## config.mk

```make
export PLATFORM = sky130hd
export DESIGN_NAME = rxc_top
export DESIGN_NICKNAME = d
export VERILOG_FILES = /design/src/design/rxc_pkg.sv /design/src/design/rxc_top.sv
export SDC_FILE = /design/constraint.sdc
export NUM_CORES = 1
export LEC_CHECK = 0
export ABC_AREA = 1
export ABC_CLOCK_PERIOD_IN_PS = 2900
export BUFFER_PORTS_ARGS = -buffer_cell sky130_fd_sc_hd__buf_2
export CAP_MARGIN = 40
export CELL_PAD_IN_SITES_DETAIL_PLACEMENT = 0
export CELL_PAD_IN_SITES_GLOBAL_PLACEMENT = 1
export CORE_ASPECT_RATIO = 0.6
export CORE_UTILIZATION = 35
export DETAILED_ROUTE_END_ITERATION = 10
export GPL_ROUTABILITY_DRIVEN = 0
export PLACE_DENSITY_LB_ADDON = 0.1
export SLEW_MARGIN = 15
export SYNTH_ARGS = -nofsm -noshare
export SYNTH_HDL_FRONTEND = slang
export SYNTH_SLANG_ARGS = --single-unit
```

## constraint.sdc

```tcl
create_clock -name i_clk -period 2.9 [get_ports i_clk]
set_input_delay 0.725 -clock i_clk [delete_from_list [all_inputs] [get_ports i_clk]]
set_output_delay 0.725 -clock i_clk [all_outputs]
set_load 0.03 [all_outputs]
```

## src/design/rxc_pkg.sv

```systemverilog
// rxc_pkg: constants and types of the receiver configuration block.
// assumes a single 50 MHz clock and frames on the shared data line.
package rxc_pkg;
  // frame shape; frame bit n lands at shift index FRM_LEN-n
  localparam int FRM_LEN = 15;
  localparam int IX_OFF  = 14;
  localparam int IX_SEL  = 13;
  localparam int IX_STOP = 0;
  // payload field positions, payload[11] is frame bit 3
  localparam int OP_BAUD_LSB  = 10;
  localparam int OP_CHK_LSB   = 8;
  localparam int OP_MOD_POS   = 7;
  localparam int OP_SLEEP_LSB = 2;
  localparam int OP_STR_POS   = 1;
  localparam int OP_NOISE_POS = 0;
  localparam int LIM_MAX_LSB  = 0;
  localparam int LIM_MIN_LSB  = 6;
  // power-on contents
  localparam logic [11:0] OP_RST  = 12'h0119;
  localparam logic [11:0] LIM_RST = 12'h0569;
  localparam logic [4:0] SLEEP_FOREVER = 5'h001f;
  localparam logic [3:0] STRETCH_X8    = 4'h0008;
  localparam int SLEEP_UNIT = 1024;
  // line timing
  localparam int CLK_MHZ    = 50;
  localparam int T_LONG_NS  = 20000;
  localparam int T_GAP_NS   = 50000;
  localparam int T_MARK_NS  = 10000;
  localparam int LONG_CYC   = (T_LONG_NS * CLK_MHZ + 999) / 1000;
  localparam int GAP_CYC    = (T_GAP_NS * CLK_MHZ + 999) / 1000;
  localparam int MARK_CYC   = (T_MARK_NS * CLK_MHZ) / 1000;

  typedef enum logic [1:0] {MD_SLEEP, MD_STARTUP, MD_RECEIVE} rxc_mode_t;

  typedef struct packed {
    logic [1:0] baud_band_sel;
    logic [1:0] bitchk_sel;
    logic       modulation_sel;
    logic [4:0] sleep_value;
    logic       sleep_stretch;
    logic       noise_supp;
    logic [5:0] lim_min;
    logic [5:0] lim_max;
  } rxc_cfg_t;
endpackage

```

## src/design/rxc_top.sv

```systemverilog
// rxc_top: frame interpreter, configuration store and mode control.
// assumes all inputs synchronous to i_clk; the data line is open drain.
`timescale 1ns/1ns

// Overview of operation
// - noise bit 0: demodulated noise keeps reaching data line after stream end
// - host holds polling/on low: device stays in receiving mode; off command and, with noise bit 1, stream end still go to start-up
// - polling/on low: off command goes to start-up, skipping sleep, bit check kept
// - successful bit check returns device to receiving mode
// - two 12-bit write-only registers, written only over the data line
// - supply drop: contents lost pattern emitted outside receiving mode; host reprograms
// - power-on reset loads defaults into both registers
// - frame bit 1 high is off command; low is register write
// - frame bit 2 selects operating config (1) or bounds (0)
// - write committed only when stop bit 15 is 0
// - operating config layout: baud, bit check, modulation, sleep, stretch, noise
// - operating config defaults 00, 01, 0, 00110, 0, 1
// - bounds layout: six-bit lower then upper limit, defaults 010101, 101001
// - baud band selects window multiplier 8, 4, 2 or 1
// - bit-check count field gives 0, 3, 6 or 9 bits
// - modulation select 0 is FSK, 1 is ASK
// - sleep stretch multiplies sleep time by 1 or 8
// - sleep time is value times stretch times 1024; 0 polls, 31 sleeps forever
// - noise bit 1: data line stays high after stream end
module rxc_top
(
  // clock and reset
  input  wire logic             i_clk,
  input  wire logic             i_srst,
  // shared data line
  input  wire logic             i_data,
  output logic                  o_data,
  output logic                  o_data_oe_n,
  // host control pin, low keeps the device out of sleep
  input  wire logic             i_polling_n,
  // receiver front end
  input  wire logic             i_demod,
  input  wire logic             i_bitchk_ok,
  input  wire logic             i_bitchk_fail,
  input  wire logic             i_stream_end,
  input  wire logic             i_supply_drop,
  // state seen by the front end
  output rxc_pkg::rxc_mode_t    o_mode,
  output rxc_pkg::rxc_cfg_t     o_cfg,
  output logic [3:0]            o_window_mult,
  output logic [3:0]            o_bitchk_num,
  output logic                  o_contents_lost
);

  function automatic logic [3:0] mult_of(input logic [1:0] band);
    // band 00 is the slowest range, so the widest window
    mult_of = 4'h0008 >> band;
  endfunction

  function automatic logic [3:0] chk_of(input logic [1:0] sel);
    chk_of = 4'(3 * int'(sel));
  endfunction

  localparam int CW = 16;

  logic [11:0]         op_q, op_d, lim_q, lim_d;
  rxc_pkg::rxc_mode_t  mode_q, mode_d;
  logic [14:0]         sh_q, sh_d;
  logic [3:0]          nbit_q, nbit_d;
  logic [CW-1:0]       low_q, low_d, high_q, high_d;
  logic                prev_q, prev_d;
  logic [9:0]          unit_q, unit_d;
  logic [7:0]          units_q, units_d;
  logic                lost_q, lost_d;
  logic [CW-1:0]       mark_q, mark_d;
  logic                pol_q, pol_d;
  logic                dat_d, oe_n_q, oe_n_d;
  logic [3:0]          mult_q, mult_d, chk_q, chk_d;
  logic                frame_done;
  logic                bitv;
  logic [14:0]         fr;
  logic [7:0]          sleep_len;

  localparam int OP_STR_POS_L = rxc_pkg::OP_STR_POS;
  localparam int OP_NOISE_L   = rxc_pkg::OP_NOISE_POS;

  always_comb
  begin
    op_d    = op_q;
    lim_d   = lim_q;
    mode_d  = mode_q;
    sh_d    = sh_q;
    nbit_d  = nbit_q;
    low_d   = low_q;
    high_d  = high_q;
    prev_d  = i_data;
    unit_d  = unit_q;
    units_d = units_q;
    lost_d  = lost_q;
    mark_d  = mark_q;
    pol_d   = i_polling_n;
    frame_done = 1'b0;
    bitv    = 1'b0;
    fr      = sh_q;
    // sleep length in units of 1024 clocks
    // stretch factor
    sleep_len = op_q[OP_STR_POS_L] ? {op_q[6:2], 3'b000} : {3'b000, op_q[6:2]};

    // host bits are only seen while this end releases the line
    if (oe_n_q)
    begin
      if (!i_data)
      begin
        if (low_q != '1)
          low_d = low_q + CW'(1);
        high_d = '0;
      end
      else
      begin
        low_d = '0;
        if (high_q != '1)
          high_d = high_q + CW'(1);
        if (high_q == CW'(rxc_pkg::GAP_CYC))
          nbit_d = '0;
      end
      if (!prev_q && i_data && low_q != '0)
      begin
        bitv = (low_q >= CW'(rxc_pkg::LONG_CYC));
        fr   = {sh_q[13:0], bitv};
        sh_d = fr;
        if (nbit_q == 4'(rxc_pkg::FRM_LEN - 1))
        begin
          frame_done = 1'b1;
          nbit_d = '0;
        end
        else
          nbit_d = nbit_q + 4'h0001;
      end
    end
    else
    begin
      low_d  = '0;
      high_d = '0;
    end

    unit_d = unit_q + 10'h0001;

    case (mode_q)
      rxc_pkg::MD_SLEEP:
      begin
        if (unit_q == 10'(rxc_pkg::SLEEP_UNIT - 1) && units_q != '0)
          units_d = units_q - 8'h0001;
        // low pin skips the sleep time
        if (!i_polling_n)
          mode_d = rxc_pkg::MD_STARTUP;
        // value 31 waits for the pin only
        else if (op_q[6:2] != rxc_pkg::SLEEP_FOREVER && units_q == '0)
          mode_d = rxc_pkg::MD_STARTUP;
      end
      rxc_pkg::MD_STARTUP:
      begin
        // back to receiving after a good bit check
        if (i_bitchk_ok)
          mode_d = rxc_pkg::MD_RECEIVE;
        else if (i_bitchk_fail && i_polling_n)
        begin
          mode_d  = rxc_pkg::MD_SLEEP;
          units_d = sleep_len;
          unit_d  = '0;
        end
      end
      rxc_pkg::MD_RECEIVE:
      begin
        // automatic suppression falls back to bit check
        if (i_stream_end && op_q[OP_NOISE_L])
          mode_d = rxc_pkg::MD_STARTUP;
        // a rising pin leaves receiving for polling, as does an off command with the pin high
        else if (i_polling_n && !pol_q)
        begin
          mode_d  = rxc_pkg::MD_SLEEP;
          units_d = sleep_len;
          unit_d  = '0;
        end
      end
      default:
        mode_d = rxc_pkg::MD_SLEEP;
    endcase

    if (frame_done)
    begin
      // off command ignores the other bits
      if (fr[rxc_pkg::IX_OFF])
      begin
        // pin low: start-up with bit check, no sleep
        if (!i_polling_n)
          mode_d = rxc_pkg::MD_STARTUP;
        else
        begin
          mode_d  = rxc_pkg::MD_SLEEP;
          units_d = sleep_len;
          unit_d  = '0;
        end
      end
      else if (!fr[rxc_pkg::IX_STOP])
      begin
        if (fr[rxc_pkg::IX_SEL])
          op_d = fr[12:1];
        else
          lim_d = fr[12:1];
        lost_d = 1'b0;
      end
    end

    if (mark_q != '0)
      mark_d = mark_q - CW'(1);

    // lost contents: defaults back, pattern out unless receiving
    if (i_supply_drop)
    begin
      op_d   = rxc_pkg::OP_RST;
      lim_d  = rxc_pkg::LIM_RST;
      lost_d = 1'b1;
      mark_d = CW'(rxc_pkg::MARK_CYC);
    end

    // receiving drives the stream, noise included when unsuppressed
    if (mode_q == rxc_pkg::MD_RECEIVE)
      dat_d = i_demod;
    else
      dat_d = (mark_q == '0);
    oe_n_d = dat_d;

    // decoded figures for the bit checker
    mult_d = mult_of(op_q[11:10]);
    chk_d  = chk_of(op_q[9:8]);
  end

  always_ff @(posedge i_clk)
  begin
    if (i_srst)
    begin
      op_q    <= rxc_pkg::OP_RST;
      lim_q   <= rxc_pkg::LIM_RST;
      mode_q  <= rxc_pkg::MD_STARTUP;
      sh_q    <= '0;
      nbit_q  <= '0;
      low_q   <= '0;
      high_q  <= '0;
      prev_q  <= 1'b1;
      unit_q  <= '0;
      units_q <= '0;
      lost_q  <= 1'b0;
      mark_q  <= '0;
      pol_q   <= 1'b1;
      oe_n_q  <= 1'b1;
      mult_q  <= 4'h0008;
      chk_q   <= 4'h0003;
    end
    else
    begin
      op_q    <= op_d;
      lim_q   <= lim_d;
      mode_q  <= mode_d;
      sh_q    <= sh_d;
      nbit_q  <= nbit_d;
      low_q   <= low_d;
      high_q  <= high_d;
      prev_q  <= prev_d;
      unit_q  <= unit_d;
      units_q <= units_d;
      lost_q  <= lost_d;
      mark_q  <= mark_d;
      pol_q   <= pol_d;
      oe_n_q  <= oe_n_d;
      mult_q  <= mult_d;
      chk_q   <= chk_d;
    end
  end

  // registers leave only as configuration, never read back; modulation_sel rides along
  assign o_cfg           = {op_q, lim_q};
  assign o_mode          = mode_q;
  assign o_data          = 1'b0;
  assign o_data_oe_n     = oe_n_q;
  assign o_window_mult   = mult_q;
  assign o_bitchk_num    = chk_q;
  assign o_contents_lost = lost_q;
endmodule // rxc_top

```

==> flow_summary.toml <==
[detailed_routing]
drc = 0
vias_per_cell = 4.638
via_count = 5737
first_pass_iters = 5
drt_wl_total_um = 16120
drt.antenna.violating_nets = 0
drt_iter0_markers = 523
wl_per_cell_um = 13.03

[clock_network]
clk_latency_ns = 0.41
cts_tree = "built"
clock-sinks = 122
cts_resized = 0
cts_buffers = 17
ctsLongestPathBuffers = 2
htree_levels = 4
holdBufCountCts = 0
postCtsSetupBuffers = 0
clk_pin_slew_ns = 0.06
cts_root_buffer = "clkbuf_16"

[yosys]
synth_ff_type = "dfxtp_1"
synthArstFlopShare_pct = 0
synth.area.top_cells = "dfxtp_1 38%, nand2_1 14%, inv_1 8.1%"
synth-seq-area-share_pct = 38.10
synth_seq_cells = 122
syn_area_um2 = 6411
yosys_warnings = 0
synth_fp_nets = 966
postSynthAreaPerCell_um2 = 6.806
syn_inst = 942
ys_types = 42
synth_edf_count = 0
yosys.area.top_type = "dfxtp_1"
netlist.area_leader.share_pct = 38.10

[critical_path]
crit_buf_inv = 1
critPathSlowestCell = "dfxtp_1"
cp.arrival_ns = 1.47
crit_family = "flip-flops"
crit_type = "reg2out"
crit_path_start_kind = "flop"
end_kind = "primary output"
worstPathCellList = "buf_2"
cp_max_fo = 15
required_ns = 2.17
slowest_delay_ns = 0.73

[sta]
rsz0062_at_grt = "false"
slew_viol_final = 0
fin_crit_ns = 2.192
finalHoldViolations = 0
slew_headroom_pct = 52.54
fin_crit_sh_pct = 75.60
finalSetupViolCount = 0
max_freq_mhz = 456.1
fin_tns_setup_ns = 0
fin_skew_ns = 0.01152
worst_pin_slew_ns = 0.7072

[pwr]
finalPower_mw = 4.298
p_per_area_nw_per_um2 = 576.1
p_leak_nw = 3.372
peakVddDrop_v = 0.0003832

[finish]
stdcell_area_um2 = 7461
final_nets = 1014
drive_gt1_share_pct = 12.16
stdcell_count = 1237
nFillCells = 1883
antenna_cells = 0
area_delta_synth_final_pct = 16.37
seq_area_um2 = 2442
multi_input_area_um2 = 3312

[grt]
grt-ovfl-total = 0
grt_pass1_vias = 4986
grt_pass1_wl_um = 26190
grt_use_total_pct = 17.94
antenna_found_initial = 0
grt_max_degree = 29

[floorplan]
row_count = 37
die_area_um2 = 18880
ios = 46
fp.coreArea_um2 = 17550
die_width_um = 176.7
start_util_pct = 36.54
die_h_um = 106.8

[placed_design]
placed_cell_area_um2 = 6857
dp_cells = 1205
detailed_place_hpwl_um = 11930
numPortBuffers = 44

[worst_hold_path]
hold_class = "reg2reg"

[flow_run]
max_cap_viol_count = 0

[run_status]
status = "finished, final reports clean"
-- final cells by class --
class	count	share of cell area (%)
clock buffers	20	6.121
clock inverters	12	1.979
inverters	145	7.295
multi-input cells	654	44.39
flip-flops and latches	122	32.74
well taps	234	3.924
repair buffers	50	3.555
-- where the power goes --
group          switching [mW]  internal, mW  leakage (nW)
registers              0.0367          1.71         0.988
logic                   0.259         0.111          2.10
clock network           0.788          1.39         0.284
-- worst paths after layout --
kind,start,endpoint,slack (ns),depth (start not counted)
worst max-delay path,o_data_oe_n$_SDFF_PP1_,o_data_oe_n,0.71,1
worst min register to register,unit_q[0]$_SDFF_PP0_,unit_q[0]$_SDFF_PP0_,0.45,1
worst max register to register,low_q[0]$_SDFFE_PP0P_,lim_q[3]$_SDFFE_PP1P_,0.73,11
worst min-delay path,unit_q[0]$_SDFF_PP0_,unit_q[0]$_SDFF_PP0_,0.45,1
-- metal layers --
metal	track usage, %	wire length, um	vias up	part of all wire [%]
met3	4.149	649	7	4.0
met4	5.111	106	0	0.66
met2	21.93	5650	111	35
met1	29.35	9713	2541	60
li1	-	-	3078	-
met5	0	0	-	0
-- placed cells by master (no fill, tap or decap), types with 3 or more instances in the layout --
cell / count
xor2_1: 25
nor3_1: 17
nor2_2: 8
nand2_1: 234
clkinv_2: 4
nand3_4: 4
xnor2_1: 7
buf_2: 44
nand2_4: 3
nor2_4: 3
o21ai_0: 38
a21oi_1: 39
o21a_1: 10
nand4_1: 38
ha_1: 15
dfxtp_1: 122
nand2_2: 11
clkbuf_16: 17
inv_1: 139
nor2_1: 118
inv_2: 5
clkinvlp_4: 5
bufinv_16: 3
buf_4: 6
nand3_1: 52
and2_1: 6
o21ai_1: 6
-- stage by stage --
stage | setup slack, ns | hold WS [ns] | utilization, %
floorplan | 0.9818 | 0.4175 | -
global placement | 0.5293 | 0.4399 | 39.08
detailed placement | 0.4919 | 0.4537 | 39.08
CTS | 0.6830 | 0.4628 | 42.52
global route | 0.5697 | 0.4747 | 42.52
finish | 0.7076 | 0.4526 | 42.52
-- sequential cells by signal (all words and copies together) (netlist names), 2 cells and up --
| register | count |
|---|---|
| o_window_mult | 4 |
| unit_q | 10 |
| op_q | 12 |
| mark_q | 16 |
| nbit_q | 4 |
| sh_q | 14 |
| o_mode | 2 |
| low_q | 16 |
| o_bitchk_num | 4 |
| units_q | 8 |
| high_q | 16 |
| lim_q | 12 |
-- cell families (layout without fill, tap and decap cells) --
kind of cell / after synthesis / count (layout) / synth area share, %
and+or+nand+nor: 504 / 504 / 35.54
buffers and inverters: 166 / 227 / 10.28
DFF: 122 / 122 / 38.10
AOI/OAI and AO/OA: 102 / 102 / 8.724
xor gates and xnor gates: 32 / 32 / 4.372
adders and majority gates: 15 / 15 / 2.927
other: 1 / 1 / 0.05849
-- cells in the mapped netlist (9+ instances only) --
library cell	count
inv_1	139
xor2_1	25
o21a_1	10
ha_1	15
nor3_1	17
dfxtp_1	122
nand2_2	11
clkbuf_1	9
nor2_1	119
a21oi_1	39
nand3_1	52
nand2_1	234
o21ai_0	38
nand4_1	38
Note: power is estimated with default switching activity, not from simulation.
